<file path="src/design/alc_pkg.sv">
// shared constants and types for the frequency/gain loop configuration block
package alc_pkg;

  // register offsets on the serial control port
  localparam logic [7:0] ALC_ADDR_GAIN1_HI = 8'h2e;
  localparam logic [7:0] ALC_ADDR_GAIN2_LO = 8'h2f;
  localparam logic [7:0] ALC_ADDR_GAIN2_HI = 8'h30;
  localparam logic [7:0] ALC_ADDR_PEAK = 8'h31;
  localparam logic [7:0] ALC_ADDR_START_FREEZE = 8'h32;

  // reset values
  localparam logic [7:0] ALC_RST_GAIN1_HI = 8'h00;
  localparam logic [7:0] ALC_RST_GAIN2_LO = 8'h00;
  localparam logic [7:0] ALC_RST_GAIN2_HI = 8'h00;
  localparam logic [7:0] ALC_RST_PEAK = 8'h42;
  localparam logic [7:0] ALC_RST_START_FREEZE = 8'h00;

  // field positions
  localparam int ALC_NIB_MSB = 3;
  localparam int ALC_PK_UP_MSB = 6;
  localparam int ALC_PK_UP_LSB = 4;
  localparam int ALC_PK_DN_MSB = 2;
  localparam int ALC_PK_DN_LSB = 0;
  localparam int ALC_RESTART_BIT = 5;
  localparam int ALC_FRZ_MSB = 4;
  localparam int ALC_FRZ_LSB = 2;
  localparam int ALC_START_MSB = 1;
  localparam int ALC_START_LSB = 0;

  // peak filter exponent offsets: attack 2^-(code+1), decay adds 2^-(code+2)
  localparam logic [3:0] ALC_ATTACK_OFS = 4'h1;
  localparam logic [4:0] ALC_DECAY_OFS = 5'h02;

  // freeze delay prescale: predecimation strobe divided by four
  localparam logic [1:0] ALC_PRESCALE_LAST = 2'h3;

  // gain-control start selections
  localparam logic [1:0] ALC_START_OFF = 2'h0;
  localparam logic [1:0] ALC_START_DIRECT = 2'h1;
  localparam logic [1:0] ALC_START_LEVEL = 2'h2;
  localparam logic [1:0] ALC_START_RECOG = 2'h3;

  // gain-control freeze selections
  localparam logic [2:0] ALC_FRZ_NEVER = 3'h0;
  localparam logic [2:0] ALC_FRZ_LEVEL = 3'h1;
  localparam logic [2:0] ALC_FRZ_RECOG = 3'h2;
  localparam logic [2:0] ALC_FRZ_SYNC = 3'h3;
  localparam logic [2:0] ALC_FRZ_MANUAL = 3'h4;

  // gain-control sequencer, gray along off-wait-run-delay-frozen
  typedef enum logic [2:0] {
    ALC_ST_OFF = 3'h0,
    ALC_ST_WAIT = 3'h1,
    ALC_ST_RUN = 3'h3,
    ALC_ST_DELAY = 3'h2,
    ALC_ST_FROZEN = 3'h6
  } alc_agc_st_t;

  // gain-control events from the baseband
  typedef struct packed {
    logic level_event;
    logic recog_event;
    logic symbol_sync;
    logic manual_freeze;
    logic channel_change;
    logic config_start;
    logic hold_exit;
    logic run_mode_slave;
    logic pll_hold_init;
  } alc_events_t;

  // host register access
  typedef struct packed {
    logic wr;
    logic rd;
    logic [7:0] addr;
    logic [7:0] wdata;
  } alc_regreq_t;

  // whole state of the configuration block
  typedef struct packed {
    logic [3:0] g1_hi;
    logic [7:0] g2_lo;
    logic [3:0] g2_hi;
    logic [2:0] pk_up;
    logic [2:0] pk_dn;
    logic restart_en;
    logic [2:0] frz_sel;
    logic [1:0] start_sel;
    logic g1_hi_pend;
    logic g1_lo_pend;
    logic g2_lo_pend;
    logic g2_hi_pend;
    logic [11:0] gain1_act;
    logic [11:0] gain2_act;
    logic [7:0] rdata;
    alc_agc_st_t st;
    logic restart_p;
  } alc_state_t;

  // state of the freeze delay timer
  typedef struct packed {
    logic busy;
    logic [1:0] pre;
    logic [7:0] div;
    logic [7:0] cnt;
    logic done;
  } alc_tmr_t;

endpackage : alc_pkg

</file>
<file path="src/design/alc_delay_timer.sv">
// freeze delay timer: prescaled predecimation strobe, ratio divider, 8-bit count
`timescale 1ns/1ns
module alc_delay_timer import alc_pkg::*; (
  // clock and reset
  input wire logic mclk_in,
  input wire logic reset_in,
  // control
  input wire logic start_in,
  input wire logic abort_in,
  input wire logic strobe_in,
  input wire logic [7:0] ratio_in,
  input wire logic [7:0] delay_in,
  // result
  output logic done_out
);

  alc_tmr_t s_r;
  alc_tmr_t s_nxt;
  logic [7:0] last_div;

  // a ratio of zero would never tick, so it acts as one
  assign last_div = (ratio_in == 8'h00) ? 8'h00 : ratio_in - 8'h01;

  // count strobes / 4, then / ratio, then the programmed delay plus one ticks
  always_comb begin
    s_nxt = s_r;
    s_nxt.done = 1'b0;
    if (abort_in || start_in) begin
      s_nxt.busy = start_in & ~abort_in;
      s_nxt.pre = 2'h0;
      s_nxt.div = 8'h00;
      s_nxt.cnt = 8'h00;
    end else if (s_r.busy && strobe_in) begin
      s_nxt.pre = s_r.pre + 2'h1;
      if (s_r.pre == ALC_PRESCALE_LAST) begin
        s_nxt.div = s_r.div + 8'h01;
        if (s_r.div >= last_div) begin
          s_nxt.div = 8'h00;
          if (s_r.cnt >= delay_in) begin
            s_nxt.done = 1'b1;
            s_nxt.busy = 1'b0;
          end else begin
            s_nxt.cnt = s_r.cnt + 8'h01;
          end
        end
      end
    end
  end

  always_ff @(posedge mclk_in) begin
    if (reset_in) begin
      s_r <= '0;
    end else begin
      s_r <= s_nxt;
    end
  end

  assign done_out = s_r.done;
endmodule : alc_delay_timer

</file>
<file path="src/design/alc_loop_cfg.sv">
// frequency loop gains, peak filter factors and gain-control start/freeze sequencer
// Operation
// - first gain is stored upper nibble over the external low byte
// - second gain is upper nibble over lower byte
// - attack code selects shift of code plus one, reset code four
// - decay code adds shift of code plus two on attack, reset two
// - start select: off, direct, on level event, on recognition event
// - freeze select: never, or delay after level, recognition or sync
// - freeze code four freezes on manual command; host avoids codes above
// - restart enable restarts on channel change, config start, slave hold exit
// - freeze delay counts predecimation strobe over four, times ratio
`timescale 1ns/1ns
module alc_loop_cfg import alc_pkg::*; (
  // clock and reset
  input wire logic mclk_in,
  input wire logic reset_in,
  // serial control port register access
  input wire alc_regreq_t reg_req_in,
  output logic [7:0] reg_rdata_out,
  // first gain low byte, held in another register bank
  input wire logic [7:0] freq_gain1_lower_byte_in,
  input wire logic freq_gain1_lower_byte_wr_in,
  // baseband events and freeze delay setup
  input wire alc_events_t events_in,
  input wire logic predecim_strobe_in,
  input wire logic [7:0] freeze_delay_in,
  input wire logic [7:0] freeze_delay_ratio_in,
  // loop settings
  output logic [11:0] freq_gain1_out,
  output logic [11:0] freq_gain2_out,
  output logic [3:0] peak_attack_shift_out,
  output logic [4:0] peak_decay_shift_out,
  // gain-control status
  output logic agc_active_out,
  output logic agc_frozen_out,
  output logic agc_restart_out
);

  alc_state_t s_r;
  alc_state_t s_nxt;
  logic wr_g1h;
  logic wr_g2l;
  logic wr_g2h;
  logic wr_pk;
  logic wr_sf;
  logic restart_trig;
  logic start_ok;
  logic freeze_trig;
  logic tmr_start;
  logic tmr_abort;
  logic tmr_done;
  logic commit1;
  logic commit2;

  // write address decode for one register
  function automatic logic hit(input alc_regreq_t r, input logic [7:0] a);
    return r.wr && (r.addr == a);
  endfunction : hit

  assign wr_g1h = hit(reg_req_in, ALC_ADDR_GAIN1_HI);
  assign wr_g2l = hit(reg_req_in, ALC_ADDR_GAIN2_LO);
  assign wr_g2h = hit(reg_req_in, ALC_ADDR_GAIN2_HI);
  assign wr_pk = hit(reg_req_in, ALC_ADDR_PEAK);
  assign wr_sf = hit(reg_req_in, ALC_ADDR_START_FREEZE);

  // restart sources, hold exit counts only as run mode slave with pll hold init
  assign restart_trig = s_r.restart_en && (events_in.channel_change || events_in.config_start ||
    (events_in.run_mode_slave && events_in.pll_hold_init && events_in.hold_exit));

  // start condition per start selection
  always_comb begin
    unique case (s_r.start_sel)
      ALC_START_OFF: start_ok = 1'b0;
      ALC_START_DIRECT: start_ok = 1'b1;
      ALC_START_LEVEL: start_ok = events_in.level_event;
      ALC_START_RECOG: start_ok = events_in.recog_event;
    endcase
  end

  // delayed freeze triggers; manual and unused codes never arm the timer
  always_comb begin
    case (s_r.frz_sel)
      ALC_FRZ_LEVEL: freeze_trig = events_in.level_event;
      ALC_FRZ_RECOG: freeze_trig = events_in.recog_event;
      ALC_FRZ_SYNC: freeze_trig = events_in.symbol_sync;
      default: freeze_trig = 1'b0;
    endcase
  end

  assign commit1 = (s_r.g1_hi_pend || wr_g1h) && (s_r.g1_lo_pend || freq_gain1_lower_byte_wr_in);
  assign commit2 = (s_r.g2_hi_pend || wr_g2h) && (s_r.g2_lo_pend || wr_g2l);

  // register file, gain commit and gain-control sequencer
  always_comb begin
    s_nxt = s_r;
    s_nxt.restart_p = 1'b0;
    tmr_start = 1'b0;
    tmr_abort = 1'b0;
    // only defined bits are stored, so unused bits stay zero
    if (wr_g1h) s_nxt.g1_hi = reg_req_in.wdata[ALC_NIB_MSB:0];
    if (wr_g2l) s_nxt.g2_lo = reg_req_in.wdata;
    if (wr_g2h) s_nxt.g2_hi = reg_req_in.wdata[ALC_NIB_MSB:0];
    if (wr_pk) begin
      s_nxt.pk_up = reg_req_in.wdata[ALC_PK_UP_MSB:ALC_PK_UP_LSB];
      s_nxt.pk_dn = reg_req_in.wdata[ALC_PK_DN_MSB:ALC_PK_DN_LSB];
    end
    if (wr_sf) begin
      s_nxt.restart_en = reg_req_in.wdata[ALC_RESTART_BIT];
      s_nxt.frz_sel = reg_req_in.wdata[ALC_FRZ_MSB:ALC_FRZ_LSB];
      s_nxt.start_sel = reg_req_in.wdata[ALC_START_MSB:ALC_START_LSB];
    end
    // half-written gains wait until the other half arrives
    s_nxt.g1_hi_pend = s_r.g1_hi_pend | wr_g1h;
    s_nxt.g1_lo_pend = s_r.g1_lo_pend | freq_gain1_lower_byte_wr_in;
    if (commit1) begin
      s_nxt.gain1_act = {s_nxt.g1_hi, freq_gain1_lower_byte_in};
      s_nxt.g1_hi_pend = 1'b0;
      s_nxt.g1_lo_pend = 1'b0;
    end
    s_nxt.g2_hi_pend = s_r.g2_hi_pend | wr_g2h;
    s_nxt.g2_lo_pend = s_r.g2_lo_pend | wr_g2l;
    if (commit2) begin
      s_nxt.gain2_act = {s_nxt.g2_hi, s_nxt.g2_lo};
      s_nxt.g2_hi_pend = 1'b0;
      s_nxt.g2_lo_pend = 1'b0;
    end
    // readback one cycle after the strobe, unmapped reads zero
    if (reg_req_in.rd) begin
      unique case (reg_req_in.addr)
        ALC_ADDR_GAIN1_HI: s_nxt.rdata = {4'h0, s_r.g1_hi};
        ALC_ADDR_GAIN2_LO: s_nxt.rdata = s_r.g2_lo;
        ALC_ADDR_GAIN2_HI: s_nxt.rdata = {4'h0, s_r.g2_hi};
        ALC_ADDR_PEAK: s_nxt.rdata = {1'b0, s_r.pk_up, 1'b0, s_r.pk_dn};
        ALC_ADDR_START_FREEZE: s_nxt.rdata = {2'h0, s_r.restart_en, s_r.frz_sel, s_r.start_sel};
        default: s_nxt.rdata = 8'h00;
      endcase
    end
    // sequencer: start off wins, then restart, then normal progress
    if (s_r.start_sel == ALC_START_OFF) begin
      s_nxt.st = ALC_ST_OFF;
      tmr_abort = 1'b1;
    end else if (restart_trig) begin
      s_nxt.st = ALC_ST_WAIT;
      s_nxt.restart_p = 1'b1;
      tmr_abort = 1'b1;
    end else begin
      unique case (s_r.st)
        ALC_ST_OFF: s_nxt.st = ALC_ST_WAIT;
        ALC_ST_WAIT: if (start_ok) s_nxt.st = ALC_ST_RUN;
        ALC_ST_RUN: begin
          if (s_r.frz_sel == ALC_FRZ_MANUAL && events_in.manual_freeze) begin
            s_nxt.st = ALC_ST_FROZEN;
          end else if (freeze_trig) begin
            s_nxt.st = ALC_ST_DELAY;
            tmr_start = 1'b1;
          end
        end
        ALC_ST_DELAY: if (tmr_done) s_nxt.st = ALC_ST_FROZEN;
        ALC_ST_FROZEN: s_nxt.st = ALC_ST_FROZEN;
      endcase
    end
  end

  // reset values come from the documented register defaults
  always_ff @(posedge mclk_in) begin
    if (reset_in) begin
      s_r <= '0;
      s_r.pk_up <= ALC_RST_PEAK[ALC_PK_UP_MSB:ALC_PK_UP_LSB];
      s_r.pk_dn <= ALC_RST_PEAK[ALC_PK_DN_MSB:ALC_PK_DN_LSB];
      s_r.g1_hi <= ALC_RST_GAIN1_HI[ALC_NIB_MSB:0];
      s_r.g2_lo <= ALC_RST_GAIN2_LO;
      s_r.g2_hi <= ALC_RST_GAIN2_HI[ALC_NIB_MSB:0];
      s_r.restart_en <= ALC_RST_START_FREEZE[ALC_RESTART_BIT];
      s_r.st <= ALC_ST_OFF;
    end else begin
      s_r <= s_nxt;
    end
  end

  // freeze delay timer shared by all delayed freeze selections
  alc_delay_timer u_delay (
    .mclk_in(mclk_in),
    .reset_in(reset_in),
    .start_in(tmr_start),
    .abort_in(tmr_abort),
    .strobe_in(predecim_strobe_in),
    .ratio_in(freeze_delay_ratio_in),
    .delay_in(freeze_delay_in),
    .done_out(tmr_done)
  );

  // outputs; exponents are derived straight from stored codes
  assign reg_rdata_out = s_r.rdata;
  assign freq_gain1_out = s_r.gain1_act;
  assign freq_gain2_out = s_r.gain2_act;
  assign peak_attack_shift_out = {1'b0, s_r.pk_up} + ALC_ATTACK_OFS;
  assign peak_decay_shift_out = {1'b0, peak_attack_shift_out} + {2'h0, s_r.pk_dn} + ALC_DECAY_OFS;
  assign agc_active_out = (s_r.st == ALC_ST_RUN) || (s_r.st == ALC_ST_DELAY);
  assign agc_frozen_out = (s_r.st == ALC_ST_FROZEN);
  assign agc_restart_out = s_r.restart_p;
endmodule : alc_loop_cfg

</file>
<file path="config.mk">
export PLATFORM = sky130hd
export DESIGN_NAME = alc_loop_cfg
export DESIGN_NICKNAME = d
export VERILOG_FILES = /design/src/design/alc_pkg.sv /design/src/design/alc_delay_timer.sv /design/src/design/alc_loop_cfg.sv
export SDC_FILE = /design/constraint.sdc
export NUM_CORES = 1
export LEC_CHECK = 0
export ABC_CLOCK_PERIOD_IN_PS = 2890
export BUFFER_PORTS_ARGS = -buffer_cell sky130_fd_sc_hd__buf_2
export CAP_MARGIN = 20
export CORE_MARGIN = 1.5
export CORE_UTILIZATION = 49
export CTS_BUF_LIST = sky130_fd_sc_hd__clkbuf_4 sky130_fd_sc_hd__clkbuf_8 sky130_fd_sc_hd__clkbuf_16
export CTS_CLUSTER_SIZE = 16
export DETAILED_ROUTE_END_ITERATION = 8
export PLACE_DENSITY = 0.77
export RECOVER_POWER = 100
export SYNTH_ARGS = -nofsm -noshare
export SYNTH_HDL_FRONTEND = slang
export SYNTH_SLANG_ARGS = --single-unit
export TNS_END_PERCENT = 100
</file>
<file path="constraint.sdc">
create_clock -name mclk_in -period 2.89 [get_ports mclk_in]
set_input_delay 0.289 -clock mclk_in [delete_from_list [all_inputs] [get_ports mclk_in]]
set_output_delay 0.289 -clock mclk_in [all_outputs]
set_load 0.05 [all_outputs]
</file>
==> metrics.yaml <==
timing.final.ws_setup_ns: 0.171
syn_nets: 599
fp.dieArea_um2: 9960
hold_buffers: 0
row_count: 35
crit_path_max_fanout: 5
viasPerCell: 5.34
grt_pass1_vias: 3506
post-route-min-period_ns: 2.72
fmax_ghz: 0.368
synth_area_per_cell_um2: 8.90
cts_buffer_depth: 2
stdcell_area_um2: 5050
hold_viol: 0
grt_max_degree: 60
relSlewSlack_pct: 40.5
setup_viol: 0
rsz0062_at_grt: "false"
preCtsSetupSlack_ns: -0.236
holdPathStages: 3
synthesis.instances: 516
report.final.slew_viol_count: 0
status: "complete, no violations"
coreArea_um2: 9150
placed_cell_area_um2: 4970
cts-resized-gates: 0
ant_nets: 0
async_reset_ff_share_pct: 0
grt_overflow_total: 0
routed_wl_mm: 9.94
ys_seq_elements: 88
slowest_stage: "fa_1"
yosysMostFrequentCell: "dfxtp_1"
fin_cells: 702
drc: 0
cpPeakStageDelay_ns: 0.40
numCtsBuffers: 9
nFillCells: 879
synthesis.area_um2: 4590
power.density_nw_per_um2: 423
vias: 3746
synth_warnings: 0
fin_setup_tns_ns: 0
port_buffers: 98
numPlacedInstances: 686
hp-class: "input pin to register"
synth_top_cell_area_share_pct: 38.4
first_iter_violations: 174
reg2regPathDepth: 7
synth_edf_count: 0
worstMarginPinSlew_ns: 0.892
crit_required_ns: 2.60
gp_congestion: 0.780
hold_end: "freq_gain1_out[3]$_SDFFE_PP0P_"
routedWlPerCell_um: 14.2
htreeDepth: 3
gr-usage-met2_pct: 33.8
grt_first_pass_wirelength_mm: 16.4
ir_worst_vdd_mv: 0.337
start_kind: "register"
drv_cap: 0
path_class: "register to output port"
multi_input_area_um2: 2360
synth.area.top_cells: "dfxtp_1 38%, ha_1 7.4%, mux2i_1 5.9%, buf_4 5.7%, nor2_1 5.4%"
r2r-start: "u_delay.s_r[3]$_SDFFE_PP0P_"
regArea_um2: 1760
worstPathCellList: "ha_1, inv_1, ha_1, inv_1, ha_1, inv_1, fa_1, xnor2_2, clkbuf_2"
antenna_found_initial: 0
nNetsFinal: 669
clock_sinks: 88
p_leak_nw: 2.08
cts_setup_buffers: 0
grt_use_met3_pct: 2.79
clock_latency_ns: 0.35
ys.flop_type: "dfxtp_1"
synthTopCellsByCount: "88 x dfxtp_1, 66 x nor2_1, 45 x nand2_1"
start_util_pct: 50.2
syn2layout_area_growth_pct: 9.89
yosysTopAreaCell: "dfxtp_1"
skew_ns: 0.00821
finalCritPeriodShare_pct: 94.1
track_usage_pct: 20.4
layout-drive-gt1-share_pct: 17.1
io_pins: 99
r2r_setup_slack_ns: 0.56
worstPathArrival_ns: 2.43
yosysSeqAreaShare_pct: 38.4
cp-end-kind: "output port"
gr-usage-met1_pct: 27.2
timing.rr.end: "u_delay.s_r[8]$_SDFFE_PP0P_"
dr.pass1.iters: 4
clk_pin_slew_ns: 0.08
cts_tree: "yes"
root_buffer: "clkbuf_8"
die_h_um: 99.8
yosys.cell_types.count: 58
hold_start: "freq_gain1_lower_byte_in[3]"
busiest_layer: "met2"
dp_hpwl_mm: 7.58
die-width_um: 99.8
antenna_cells: 0
-- registers in the layout (all words and copies together) (netlist names) --
signal,count
u_delay.done_out,1
reg_rdata_out,8
u_delay.s_r,19
freq_gain1_out,12
agc_restart_out,1
freq_gain2_out,12
s_r,35
-- power breakdown --
group / leakage (nW) / total [mW] / internal, mW / switching, mW
clock network: 0.0848 / 0.767 / 0.343 / 0.424
logic: 1.29 / 0.152 / 0.0627 / 0.0889
registers: 0.709 / 1.22 / 1.22 / 0.00234
-- critical path: cells and delay by family (launching register included) --
family                     cells  cell delay, ns
DFF                            1            0.36
adders and majority gates      4            1.15
xor gates and xnor gates       1            0.14
buffers and inverters          4            0.45
-- worst max-delay path by stage --
| stage | cells after the start | to | slack (ns) | from |
|---|---|---|---|---|
| detailed placement | 12 | u_delay.s_r[8]$_SDFFE_PP0P_ | -0.24 | freeze_delay_ratio_in[5] |
| global placement | 12 | u_delay.s_r[8]$_SDFFE_PP0P_ | -0.1 | freeze_delay_ratio_in[5] |
| floorplan | 12 | u_delay.s_r[6]$_SDFFE_PP0P_ | 0.12 | freeze_delay_ratio_in[5] |
| global route | 13 | u_delay.s_r[1]$_SDFFE_PP0P_ | 0.007 | freeze_delay_ratio_in[5] |
| finish | 9 | peak_decay_shift_out[3] | 0.17 | s_r[49]$_SDFFE_PP0P_ |
| CTS | 12 | u_delay.s_r[8]$_SDFFE_PP0P_ | 0.13 | freeze_delay_ratio_in[5] |
-- cell type report --
cell class	count	share of cell area, %
Multi-Input combinational cell	353	46.8
Sequential cell	88	34.9
Timing Repair Buffer	111	10.4
Clock buffer	11	2.88
Tap cell	111	2.75
Inverter	23	1.71
Clock inverter	5	0.645
-- stage by stage --
step | hold WS (ns) | util (%) | power, mW
4_1_cts | 0.145 | 56.3 | 2.17
6_report | 0.171 | 55.1 | 2.14
5_1_grt | 0.167 | 55.1 | 2.22
3_3_place_gp | 0.426 | 54.4 | 1.39
2_1_floorplan | 0.423 | - | 1.33
3_5_place_dp | 0.443 | 54.4 | 1.40
-- kinds of logic after synthesis --
family | share of synthesized area, %
and+or+nand+nor | 20.1
AOI/OAI and AO/OA | 14.3
DFF | 38.4
buffers and inverters | 9.72
muxes | 6.62
adders and majority gates | 7.79
xor gates and xnor gates | 3.05
-- routing by layer --
layer	vias up	part of all wire, %
met5	-	0
met1	1749	45
li1	1894	-
met2	89	48
met4	0	1.7
met3	14	5.0
-- placed cells by master, fill, tap and decap left out, types with 11 or more instances in the layout --
cell type,count
dfxtp_1,88
nor2_1,67
buf_2,54
nand2_1,45
clkbuf_1,44
mux2i_1,27
ha_1,27
a21oi_1,26
inv_1,23
o21ai_0,18
nor3_1,11
nand3_1,11
Note: power is estimated with default switching activity, not from simulation.
